### config.mk
export PLATFORM = sky130hd
export DESIGN_NAME = ads_sample_controller
export DESIGN_NICKNAME = d
export VERILOG_FILES = /design/src/verilog/ads_pkg.sv /design/src/verilog/ads_tim_if.sv /design/src/verilog/ads_sample_controller.sv /design/src/verilog/ads_timer.sv
export SDC_FILE = /design/constraint.sdc
export NUM_CORES = 1
export LEC_CHECK = 0
export ABC_CLOCK_PERIOD_IN_PS = 9700
export BUFFER_PORTS_ARGS = -buffer_cell sky130_fd_sc_hd__buf_2
export CAP_MARGIN = 25
export CORE_MARGIN = 2
export CORE_UTILIZATION = 54
export DETAILED_ROUTE_END_ITERATION = 8
export GPL_TIMING_DRIVEN = 0
export PLACE_DENSITY = 0.88
export SLEW_MARGIN = 15
export SYNTH_ARGS = -nofsm -noshare
export SYNTH_HDL_FRONTEND = slang
export SYNTH_HIERARCHICAL = 1
export SYNTH_SLANG_ARGS = --single-unit
### constraint.sdc
create_clock -name clk -period 9.7 [get_ports clk]
set_clock_uncertainty 0.2 [all_clocks]
set_input_delay 2.425 -clock clk [delete_from_list [all_inputs] [get_ports clk]]
set_output_delay 2.425 -clock clk [all_outputs]
set_load 0.005 [all_outputs]
### src/verilog/ads_pkg.sv
// constants, register map and timing for the adc sample controller
package ads_pkg;

	// ----------------------------------------------------------------
	// clock and timing
	// ----------------------------------------------------------------
	localparam int unsigned CLK_HZ   = 20_000_000;
	localparam int unsigned CLK_MHZ  = CLK_HZ / 1_000_000;
	localparam int unsigned CONV_US  = 10;
	localparam int unsigned CONV_CYC = CONV_US * CLK_MHZ;

	localparam int unsigned LAT_M0_US = 171;
	localparam int unsigned LAT_M1_US = 85;
	localparam int unsigned LAT_M2_US = 21;
	localparam int unsigned LAT_M3_US = 11;
	localparam int unsigned LAT_M4_US = 5;

	localparam int unsigned RATE_M0_HZ = 5859;
	localparam int unsigned RATE_M1_HZ = 11700;
	localparam int unsigned RATE_M2_HZ = 46875;
	localparam int unsigned RATE_M3_HZ = 93750;
	localparam int unsigned RATE_M4_HZ = 187000;

	localparam int unsigned CNT_W = 12;
	typedef logic [CNT_W-1:0] ads_cnt_t;

	// settling counts, least time so whole cycles suffice
	localparam ads_cnt_t LAT_M0_CYC = CNT_W'(LAT_M0_US * CLK_MHZ);
	localparam ads_cnt_t LAT_M1_CYC = CNT_W'(LAT_M1_US * CLK_MHZ);
	localparam ads_cnt_t LAT_M2_CYC = CNT_W'(LAT_M2_US * CLK_MHZ);
	localparam ads_cnt_t LAT_M3_CYC = CNT_W'(LAT_M3_US * CLK_MHZ);
	localparam ads_cnt_t LAT_M4_CYC = CNT_W'(LAT_M4_US * CLK_MHZ);

	// sample periods rounded up so the rate is never exceeded
	localparam ads_cnt_t PER_M0_CYC = CNT_W'((CLK_HZ + RATE_M0_HZ - 1) / RATE_M0_HZ);
	localparam ads_cnt_t PER_M1_CYC = CNT_W'((CLK_HZ + RATE_M1_HZ - 1) / RATE_M1_HZ);
	localparam ads_cnt_t PER_M2_CYC = CNT_W'((CLK_HZ + RATE_M2_HZ - 1) / RATE_M2_HZ);
	localparam ads_cnt_t PER_M3_CYC = CNT_W'((CLK_HZ + RATE_M3_HZ - 1) / RATE_M3_HZ);
	localparam ads_cnt_t PER_M4_CYC = CNT_W'((CLK_HZ + RATE_M4_HZ - 1) / RATE_M4_HZ);

	// ----------------------------------------------------------------
	// modes, ranges, channels
	// ----------------------------------------------------------------
	localparam logic [2:0] MODE_MAX   = 3'h4;
	localparam logic [1:0] RANGE_3V6  = 2'h0;
	localparam logic [1:0] RANGE_2V4  = 2'h1;
	localparam logic [1:0] RANGE_1V2  = 2'h2;
	localparam logic [3:0] CHAN_MAX   = 4'h8;
	localparam int unsigned NPAD      = 5;
	localparam int unsigned SAMPLE_W  = 16;

	// pad slots of the dual-bonded pads
	localparam int unsigned PAD_17 = 0;
	localparam int unsigned PAD_4  = 1;
	localparam int unsigned PAD_5  = 2;
	localparam int unsigned PAD_8  = 3;
	localparam int unsigned PAD_7  = 4;

	// port pin numbers handed to the analog mux
	localparam logic [5:0] PIN_P0  = 6'h00;
	localparam logic [5:0] PIN_P1  = 6'h01;
	localparam logic [5:0] PIN_P8  = 6'h08;
	localparam logic [5:0] PIN_P33 = 6'h21;
	localparam logic [5:0] PIN_P11 = 6'h0b;
	localparam logic [5:0] PIN_P12 = 6'h0c;
	localparam logic [5:0] PIN_P13 = 6'h0d;
	localparam logic [5:0] PIN_P28 = 6'h1c;
	localparam logic [5:0] PIN_P14 = 6'h0e;
	localparam logic [5:0] PIN_P38 = 6'h26;
	localparam logic [5:0] PIN_P15 = 6'h0f;
	localparam logic [5:0] PIN_P32 = 6'h20;

	// ----------------------------------------------------------------
	// register map
	// ----------------------------------------------------------------
	localparam logic [3:0] REG_CTRL   = 4'h0;
	localparam logic [3:0] REG_CHAN   = 4'h1;
	localparam logic [3:0] REG_OFFSET = 4'h2;
	localparam logic [3:0] REG_STATUS = 4'h3;
	localparam logic [3:0] REG_SAMPLE = 4'h4;

	localparam int unsigned CTRL_EN_POS    = 0;
	localparam int unsigned CTRL_REF_POS   = 1;
	localparam int unsigned CTRL_RANGE_POS = 2;
	localparam int unsigned CTRL_MODE_POS  = 4;
	localparam int unsigned CHAN_SEL_POS   = 0;
	localparam int unsigned CHAN_ALT_POS   = 4;

	localparam logic [15:0] CTRL_RST   = 16'h0040;
	localparam logic [15:0] CHAN_RST   = 16'h0000;
	localparam logic [15:0] OFFSET_RST = 16'h0000;

	function automatic ads_cnt_t lat_cyc(input logic [2:0] m);
		case (m)
			3'h0:    lat_cyc = LAT_M0_CYC;
			3'h1:    lat_cyc = LAT_M1_CYC;
			3'h2:    lat_cyc = LAT_M2_CYC;
			3'h3:    lat_cyc = LAT_M3_CYC;
			default: lat_cyc = LAT_M4_CYC;
		endcase
	endfunction

	function automatic ads_cnt_t per_cyc(input logic [2:0] m);
		case (m)
			3'h0:    per_cyc = PER_M0_CYC;
			3'h1:    per_cyc = PER_M1_CYC;
			3'h2:    per_cyc = PER_M2_CYC;
			3'h3:    per_cyc = PER_M3_CYC;
			default: per_cyc = PER_M4_CYC;
		endcase
	endfunction

endpackage

### src/verilog/ads_tim_if.sv
// control and timing signals between the controller and its timer
`timescale 1ns/1ps
`default_nettype none
interface ads_tim_if;
	logic       run;
	logic       cfg_change;
	logic [2:0] mode;
	logic       start;
	logic       settling;

	modport ctl (output run, output cfg_change, output mode,
		input start, input settling);
	modport tim (input run, input cfg_change, input mode,
		output start, output settling);
endinterface
`default_nettype wire

### src/verilog/ads_sample_controller.sv
// adc sample controller: registers, channel and pad mux, sample path
`timescale 1ns/1ps
`default_nettype none
module ads_sample_controller #(
	parameter int unsigned RAW_W = 10
) (
	input  wire logic                 clk,
	input  wire logic                 rst,
	input  wire logic [3:0]           reg_addr,
	input  wire logic [15:0]          reg_wdata,
	input  wire logic                 reg_wr,
	input  wire logic                 reg_rd,
	output logic      [15:0]          reg_rdata,
	input  wire logic [RAW_W-1:0]     core_code,
	output logic                      core_start,
	output logic      [5:0]           core_pin,
	output logic      [2:0]           core_mode,
	output logic      [1:0]           core_range,
	output logic                      core_ref_bg,
	output logic      [2*ads_pkg::NPAD-1:0] pad_pin_en,
	output logic      [15:0]          sample_data,
	output logic                      sample_valid
);

	// ----------------------------------------------------------------
	// parameter check
	// ----------------------------------------------------------------
	if (RAW_W < 1 || RAW_W > ads_pkg::SAMPLE_W) begin : g_chk
		$error("RAW_W must lie between 1 and 16");
	end

	localparam int unsigned SHIFT = ads_pkg::SAMPLE_W - RAW_W;
	localparam int unsigned CONV  = ads_pkg::CONV_CYC;

	// ----------------------------------------------------------------
	// declarations
	// ----------------------------------------------------------------
	ads_tim_if tif ();

	logic [15:0]            ctrl_reg;
	logic [3:0]             chan_reg;
	logic [ads_pkg::NPAD-1:0] alt_reg;
	logic [RAW_W-1:0]       offs_reg;
	logic [15:0]            rdata_reg;
	logic [15:0]            sample_reg;
	logic                   valid_reg;
	logic                   fresh_reg;
	logic                   fresh_next;
	logic [CONV-1:0]        pipe_reg;
	logic [CONV-1:0]        pipe_next;

	wire logic              wr_ctrl;
	wire logic              wr_chan;
	wire logic              wr_offs;
	wire logic              rd_sample;
	wire logic              chan_ok;
	wire logic              en;
	wire logic [2:0]        mode_raw;
	wire logic [2:0]        mode_eff;
	wire logic [1:0]        range_raw;
	wire logic [1:0]        range_eff;
	wire logic [ads_pkg::NPAD-1:0] alt_eff;
	wire logic [5:0]        pin_sel;
	wire logic              done;
	wire logic [RAW_W-1:0]  diff;
	wire logic [15:0]       proc_word;
	wire logic [15:0]       status_word;
	wire logic [15:0]       rd_mux;

	// ----------------------------------------------------------------
	// address decode
	// ----------------------------------------------------------------
	assign wr_ctrl   = reg_wr && (reg_addr == ads_pkg::REG_CTRL);
	assign wr_chan   = reg_wr && (reg_addr == ads_pkg::REG_CHAN);
	assign wr_offs   = reg_wr && (reg_addr == ads_pkg::REG_OFFSET);
	assign rd_sample = reg_rd && (reg_addr == ads_pkg::REG_SAMPLE);

	// out-of-range channel codes are refused, the old channel stays
	assign chan_ok = (reg_wdata[ads_pkg::CHAN_SEL_POS +: 4]
		<= ads_pkg::CHAN_MAX);

	// ----------------------------------------------------------------
	// configuration fields
	// ----------------------------------------------------------------
	assign en        = ctrl_reg[ads_pkg::CTRL_EN_POS];
	assign mode_raw  = ctrl_reg[ads_pkg::CTRL_MODE_POS +: 3];
	assign mode_eff  = (mode_raw > ads_pkg::MODE_MAX) ?
		ads_pkg::MODE_MAX : mode_raw;
	assign range_raw = ctrl_reg[ads_pkg::CTRL_RANGE_POS +: 2];
	// reserved range code falls back to the widest range
	assign range_eff = (range_raw > ads_pkg::RANGE_1V2) ?
		ads_pkg::RANGE_3V6 : range_raw;

	assign core_mode   = mode_eff;
	assign core_range  = range_eff;
	assign core_ref_bg = ctrl_reg[ads_pkg::CTRL_REF_POS];

	// ----------------------------------------------------------------
	// pad ownership and channel to pin mapping
	// ----------------------------------------------------------------
	// select-one pads take either bonded pin
	assign alt_eff[ads_pkg::PAD_17] = alt_reg[ads_pkg::PAD_17];
	assign alt_eff[ads_pkg::PAD_8]  = alt_reg[ads_pkg::PAD_8];
	assign alt_eff[ads_pkg::PAD_7]  = alt_reg[ads_pkg::PAD_7];
	// crystal pads feed the converter only from their designated pin
	assign alt_eff[ads_pkg::PAD_4]  = (chan_reg == 4'h3) ?
		1'b0 : alt_reg[ads_pkg::PAD_4];
	assign alt_eff[ads_pkg::PAD_5]  = (chan_reg == 4'h4) ?
		1'b0 : alt_reg[ads_pkg::PAD_5];

	genvar gi;
	generate
		for (gi = 0; gi < ads_pkg::NPAD; gi++) begin : g_pad
			// exactly one of the two bonded pins is live
			assign pad_pin_en[2*gi]   = ~alt_eff[gi];
			assign pad_pin_en[2*gi+1] =  alt_eff[gi];
		end
	endgenerate

	assign pin_sel =
		(chan_reg == 4'h0) ? ads_pkg::PIN_P0 :
		(chan_reg == 4'h1) ? ads_pkg::PIN_P1 :
		(chan_reg == 4'h2) ? (alt_eff[ads_pkg::PAD_17] ?
			ads_pkg::PIN_P33 : ads_pkg::PIN_P8) :
		(chan_reg == 4'h3) ? ads_pkg::PIN_P11 :
		(chan_reg == 4'h4) ? ads_pkg::PIN_P12 :
		(chan_reg == 4'h5) ? (alt_eff[ads_pkg::PAD_8] ?
			ads_pkg::PIN_P28 : ads_pkg::PIN_P13) :
		(chan_reg == 4'h6) ? (alt_eff[ads_pkg::PAD_7] ?
			ads_pkg::PIN_P38 : ads_pkg::PIN_P14) :
		(chan_reg == 4'h7) ? ads_pkg::PIN_P15 :
		ads_pkg::PIN_P32;
	assign core_pin = pin_sel;

	// ----------------------------------------------------------------
	// timer hookup
	// ----------------------------------------------------------------
	assign tif.run        = en;
	// any control write or accepted channel write, and enabling, restarts settling
	assign tif.cfg_change = wr_ctrl || (wr_chan && chan_ok);
	assign tif.mode       = wr_ctrl ?
		((reg_wdata[ads_pkg::CTRL_MODE_POS +: 3] > ads_pkg::MODE_MAX) ?
		ads_pkg::MODE_MAX : reg_wdata[ads_pkg::CTRL_MODE_POS +: 3]) :
		mode_eff;

	ads_timer u_timer (
		.clk (clk),
		.rst (rst),
		.t   (tif.tim)
	);

	assign core_start = tif.start;

	// ----------------------------------------------------------------
	// conversion latency and post-processing
	// ----------------------------------------------------------------
	// a change flushes conversions still in flight on the old setup
	assign pipe_next = tif.cfg_change ? '0 :
		{pipe_reg[CONV-2:0], tif.start};
	assign done      = pipe_reg[CONV-1];

	// remove offset with floor at zero, then left-justify to 16 bits
	assign diff      = (core_code > offs_reg) ?
		core_code - offs_reg : '0;
	assign proc_word = {diff, {SHIFT{1'b0}}};

	// ----------------------------------------------------------------
	// status and readback
	// ----------------------------------------------------------------
	// new-sample flag: set beats a clearing read
	assign fresh_next = (done && !tif.settling) ? 1'b1 :
		rd_sample ? 1'b0 : fresh_reg;

	assign status_word = {10'h000, fresh_reg, mode_eff,
		en, tif.settling};

	assign rd_mux =
		(reg_addr == ads_pkg::REG_CTRL)   ? ctrl_reg :
		(reg_addr == ads_pkg::REG_CHAN)   ?
			{7'h00, alt_reg, chan_reg} :
		(reg_addr == ads_pkg::REG_OFFSET) ?
			16'(offs_reg) :
		(reg_addr == ads_pkg::REG_STATUS) ? status_word :
		(reg_addr == ads_pkg::REG_SAMPLE) ? sample_reg :
		16'h0000;

	// ----------------------------------------------------------------
	// registers
	// ----------------------------------------------------------------
	always_ff @(posedge clk or posedge rst) begin
		if (rst) begin
			ctrl_reg <= ads_pkg::CTRL_RST;
			chan_reg <= ads_pkg::CHAN_RST[3:0];
			alt_reg  <= ads_pkg::CHAN_RST[ads_pkg::CHAN_ALT_POS +: ads_pkg::NPAD];
			offs_reg <= ads_pkg::OFFSET_RST[RAW_W-1:0];
		end else begin
			if (wr_ctrl) begin
				ctrl_reg <= {9'h000, reg_wdata[6:0]};
			end
			if (wr_chan && chan_ok) begin
				chan_reg <= reg_wdata[ads_pkg::CHAN_SEL_POS +: 4];
				alt_reg  <= reg_wdata[ads_pkg::CHAN_ALT_POS +: ads_pkg::NPAD];
			end
			if (wr_offs) begin
				offs_reg <= reg_wdata[RAW_W-1:0];
			end
		end
	end

	always_ff @(posedge clk or posedge rst) begin
		if (rst) begin
			pipe_reg   <= '0;
			sample_reg <= '0;
			valid_reg  <= 1'b0;
			fresh_reg  <= 1'b0;
		end else begin
			pipe_reg   <= pipe_next;
			valid_reg  <= done && !tif.settling;
			fresh_reg  <= fresh_next;
			if (done && !tif.settling) begin
				sample_reg <= proc_word;
			end
		end
	end

	always_ff @(posedge clk or posedge rst) begin
		if (rst) begin
			rdata_reg <= 16'h0000;
		end else begin
			rdata_reg <= reg_rd ? rd_mux : 16'h0000;
		end
	end

	// ----------------------------------------------------------------
	// outputs
	// ----------------------------------------------------------------
	assign reg_rdata    = rdata_reg;
	assign sample_data  = sample_reg;
	assign sample_valid = valid_reg;

endmodule
`default_nettype wire

### src/verilog/ads_timer.sv
// settling and sample-rate timer of the adc sample controller
`timescale 1ns/1ps
`default_nettype none
module ads_timer (
	input  wire logic clk,
	input  wire logic rst,
	ads_tim_if.tim    t
);

	ads_pkg::ads_cnt_t settle_reg;
	ads_pkg::ads_cnt_t settle_next;
	ads_pkg::ads_cnt_t rate_reg;
	ads_pkg::ads_cnt_t rate_next;
	wire  logic        rate_hit;

	// ----------------------------------------------------------------
	// settling: reload on any change, count down to zero
	// ----------------------------------------------------------------
	assign settle_next = t.cfg_change ? ads_pkg::lat_cyc(t.mode) :
		(settle_reg != '0) ? settle_reg - 1'b1 : settle_reg;
	assign t.settling = (settle_reg != '0);

	// ----------------------------------------------------------------
	// start pacing at the mode's period
	// ----------------------------------------------------------------
	assign rate_hit  = t.run && (rate_reg == '0);
	assign rate_next = (!t.run || t.cfg_change) ? '0 :
		rate_hit ? ads_pkg::per_cyc(t.mode) - 1'b1 : rate_reg - 1'b1;
	assign t.start   = rate_hit && !t.cfg_change;

	always_ff @(posedge clk or posedge rst) begin
		if (rst) begin
			settle_reg <= '0;
			rate_reg   <= '0;
		end else begin
			settle_reg <= settle_next;
			rate_reg   <= rate_next;
		end
	end

endmodule
`default_nettype wire
## Word level (Yosys, flattened, before mapping)

Cells that the tools add are included.

| storage, ports and cells | value |
|---|---|
| bits in registers | 278 |
| bits of input ports | 34 |
| word-level logic and storage cells | 92 |
| output and inout bits | 56 |

| operators by class | value |
|---|---|
| reduce and logical (&&, ||, !) cells | 20 |
| bitwise operators | 5 |
| order comparisons | 5 |
| equality and inequality tests | 14 |
| add/sub/neg operators | 4 |
| multiplexer cells | 33 |

Operators by type and width:

| cell | count |
|---|---|
| $mux 200 | 1 |
| $mux 16 | 6 |
| $pmux 12 s4 | 2 |
| $mux 6 | 10 |
| $mux 12 | 4 |
| $sub 12x1->12 const B | 3 |
| $eq 4x3->1 const B | 5 |
| $eq 4x2->1 const B | 4 |
| $logic_not 12->1 | 1 |
| $reduce_bool 12->1 | 1 |
| $gt 10x10->1 | 1 |
| $mux 10 | 1 |
| $sub 10x10->10 | 1 |
| $mux 3 | 3 |
| $eq 4x1->1 const B | 2 |
| $logic_and 1x1->1 | 8 |
| $logic_not 4->1 | 2 |
| $eq 3x2->1 const B | 2 |
| $gt 3x3->1 const B | 2 |
| $mux 5 | 1 |
| $not 1->1 | 5 |
| $le 4x4->1 const B | 1 |
| $mux 1 | 4 |
| $reduce_bool 2->1 | 2 |
| other kinds (6) | 9 |

## Logic depth before layout (Yosys ltp)

| depth | value |
|---|---|
| depth after elaboration | 9 |
| mapped depth | 16 |
| mapped depth without buffers | 13 |

## Hierarchy

The synthesis kept the hierarchy.

By module, submodules not included:

| module | cells each | seq. area each (sq um) | area an instance (sq um) | times used |
|---|---|---|---|---|
| ads_sample_controller | 730 | 6357.3 | 9412.8 | 1 |
| ads_timer | 167 | 600.6 | 1535.2 | 1 |

## Least setup slack after synthesis

OpenSTA, ideal clock, no wires.

| timing | value |
|---|---|
| path type | input-to-output |
| start | input port reg_addr[2] |
| end | output port core_start |
| arrival time | 3.733 ns |
| slack | 3.342 ns |
| cell stages on the path | 7 |
| data required time | 7.075 ns |
| buffers on the path | 3 |
| cell sequence | buf_2 -> nor2_2 -> nand2_1 -> a21boi_1 -> buf_2 -> clkbuf_1 -> nor2_1 |

| between the ends | value |
|---|---|
| word-level cells in the longest chain between the ends | 6 |
| elaborated cells between the ends (all ways) | 8 |
| classes of those cells | eq/ne: 1; reduce/logical: 7 |

RTL lines:

| item | RTL line | source |
|---|---|---|
| from (decl) | ads_sample_controller.sv:9 | `input wire logic [3:0] reg_addr,` |
| $eq 4x1->1 | ads_sample_controller.sv:74 | `assign wr_chan = reg_wr && (reg_addr == ads_pkg::REG_CHAN);` |
| $logic_and 1x1->1 | ads_sample_controller.sv:74 |  |
| $logic_and 1x1->1 | ads_sample_controller.sv:140 | `assign tif.cfg_change = wr_ctrl \|\| (wr_chan && chan_ok);` |
| $logic_or 1x1->1 * | ads_sample_controller.sv:140 |  |
| named net tif.cfg_change | ads_tim_if.sv:6 | `logic cfg_change;` |
| $logic_not 1->1 * | ads_timer.sv:29 | `assign t.start = rate_hit && !t.cfg_change;` |
| $logic_and 1x1->1 * | ads_timer.sv:29 |  |
| to (decl) | ads_sample_controller.sv:15 | `output logic core_start,` |

The timed path passes the listed nets; every way through them passes the cells marked *.

## Worst setup path after layout

| timing | value |
|---|---|
| start | input port reg_addr[0] |
| end | output port core_start |

The elaborated chain is that of the path after synthesis.

==> reports/results.tsv <==
metric	value	unit
status	finished, final reports clean	
CTS tree	built	
Clock Tree Root	clkbuf_16	
final design instance area without fill	12700	um2
initial cell density of the core	54.6	%
Synth Area per Inst	12.2	um2
Post-Syn Area	10900	um2
Seq cells post-synth	278	
latest clock arrival within the worst-skew pair	0.53	ns
CTS buffer count	27	
data required time at the worst endpoint	7.08	ns
Die X	146	um
Final Hold Viols	0	
total number of vias	6832	
WP data arrival	4.52	ns
Clk pin slew, worst setup/hold paths	0.06	ns
most repeated cell in the gate-level netlist after synthesis	dfrtp_1	
logic gate share of total power	17.8	%
total cell area at the placement stage	11700	um2
share of the yosys chip area belonging to registers	63.6	%
commonest register cell after synthesis	dfrtp_1	
kind of critical path	in -> out	
Int Power	0.00214	W
Max transition margin	50.1	%
post-layout minimum cycle time	7.15	ns
synthesized netlist cell count	897	
sum of net half-perimeters after detailed placement	13.5	mm
overall overflow remaining after global route	0	
part of the total power dissipated in the clock network	36.5	%
Boundary Pins	90	
setup repair after global routing missed its margin	no	
area grow syn2layout	15.9	%
number of gates resized after cts	0	
Longest Clk Path Bufs	3	
overall die height	146	um
Post-CTS Repair Setup Buffers	0	
number of antenna violations at the first check in global routing	0	
most frequent cell on the critical path	buf_2	
pin count of the biggest net entering global routing	120	
Worst Min Path Start	pipe_reg[34]	
startpoint of the worst register-to-register path	ctrl_reg[6]	
layout cell share with drive strength beyond 1	20.1	%
Setup crit start kind	input pin	
biggest fanout along the worst timing path	13	
post-place setup slack	2.59	ns
Yosys top cell by area	dfrtp_1	
Slowest-stage cell, CP	clkbuf_1	
delay of the slowest cell on the worst path	0.40	ns
net switching power	0.000811	W
core region area	20000	um2
hold buffer count at CTS	0	
count of buffering cells on the critical path with inverters included	4	
count of pins over their slew limit	0	
period utilisation layout	73.7	%
synth warn	6	
maximum resistive drop on vdd	0.200	mV
class of the worst hold path	reg -> reg	
post-layout worst setup margin	2.55	ns
part of the total power dissipated in sequential elements	45.7	%
antenna viol nets, final	0	
share of Yosys cell area claimed by the top area cell type	63.3	%
wire length after detailed routing	21.1	mm
worst setup path start	reg_addr[0]	
Tightest Pin Transition	0.740	ns
First-pass DRT Iterations	5	
max reg flops	200	
GR Util All Layers	20.4	%
clock sinks	278	
post-detailed-route wirelength per cell	16.3	um
per-cell via count in the routed design	5.26	
DRC viols	0	
Power Dens Cells	233	nW/um2
Synth area leaders	dfrtp_1, nor2b_1, mux2_2, buf_4, nand2_1	
type of destination of the critical path	output port	
H-tree levels	1	
global-route wire length before repair	35.3	mm
RePlAce Congestion	0.940	
most frequent cells after synthesis	dfrtp_1, nor2b_1, nand2_1	
leakage	6.62	nW
maximum operating frequency	140	MHz
Filler cells	1531	
CP Cell Sequence	buf_2 > nor2_1 > nand2_1 > a21boi_1 > buf_2 > clkbuf_1 > nor2_1 > buf_2	
total number of nets in the final design	1057	
Switching Fraction	27.4	%
number of enable flip-flop cells after synthesis	0	
Detailed Route Iter0 Violations	487	
final setup violation count	0	
share of synthesized flip-flops with an asynchronous set or reset	100	%
Die Footprint	21400	um2
kind of cell with the highest combined delay on the critical path	buffers and inverters	
count of input and output buffers	76	
Row Count	52	
number of max-cap violations	0	
number of global-route vias before repair	6970	
number of distinct library cells after synthesis	70	
-- final cells by class --
| type | instances | area, um2 | area share, % |
|---|---|---|---|
| Antenna cell | 1 | 2.50 | 0.0197 |
| Inverter | 32 | 128 | 1.01 |
| Sequential cell | 278 | 6960 | 54.8 |
| Tap cell | 270 | 338 | 2.66 |
| Timing Repair Buffer | 79 | 450 | 3.55 |
| Clock inverter | 9 | 151 | 1.19 |
| Multi-Input combinational cell | 544 | 3570 | 28.1 |
| Clock buffer | 39 | 771 | 6.07 |
| Buffer | 48 | 322 | 2.53 |
-- power groups by stage --
stage | sequential, W | clock, W | combinational, W
detailed placement | 0.00137 | 0 | 0.000516
global placement | 0.00136 | 0 | 0.000494
CTS | 0.00135 | 0.00110 | 0.000524
finish | 0.00135 | 0.00108 | 0.000527
floorplan | 0.00134 | 0 | 0.000395
global route | 0.00136 | 0.00115 | 0.000585
-- metal layers --
layer,GRT usage (%),wire (um)
met1,29.3,9300
met2,32.1,10200
met3,2.97,903
met4,7.72,775
met5,0,0
-- worst paths after layout --
check	end	slack, ns	depth (start not counted)
min reg2reg	pipe_reg[35]	0.26	1
min in group asynchronous	pipe_reg[7]	1.69	2
max reg2reg	u_timer/rate_reg[6]	6.65	10
max in group asynchronous	pipe_reg[143]	6.36	4
max	core_start	2.55	8
min	pipe_reg[35]	0.26	1
-- cell usage in the layout, fill, tap and decap left out, types with 8 or more instances in the layout --
cell       synthesis  final
o21ai_0           31     31
mux2i_1           10     10
mux2_2            26     26
ha_1              12     12
nor3_1             8      8
inv_1             31     30
o31ai_1           12     12
nor2_1            39     39
clkbuf_16          0     27
dfrtp_1          277    277
clkbuf_1           9     16
a21oi_1           28     28
and2_1             9      9
nand2_1           42     42
nand3_1            9      9
nor2b_1          208    208
buf_4             32     32
buf_2              5     81
nand2b_1          13     13
-- through the flow --
step / setup TNS [ns] / util (%) / total power [W] / instances / hold slack (ns)
3_3_place_gp: -524.56 / 58.3 / 0.00186 / 1248 / 0.243
5_1_grt: 0 / 63.3 / 0.00310 / 1299 / 0.278
2_1_floorplan: 0 / - / 0.00174 / 902 / 0.239
3_5_place_dp: 0 / 58.6 / 0.00188 / 1250 / 0.248
6_report: 0 / 63.3 / 0.00296 / 1300 / 0.259
4_1_cts: 0 / 63.2 / 0.00297 / 1298 / 0.262
-- cell families after synthesis --
logic type | Yosys count | synth area share (%)
AO/OA/AOI/OAI | 115 | 6.80
XOR/XNOR | 8 | 0.640
adder cells (fa/ha/maj) | 13 | 1.55
buffers and inverters | 80 | 4.03
flip-flops | 278 | 63.6
multiplexers | 36 | 3.59
other | 1 | 0.0343
AND/OR/NAND/NOR | 366 | 19.8
Note: power is estimated with default switching activity, not from simulation.
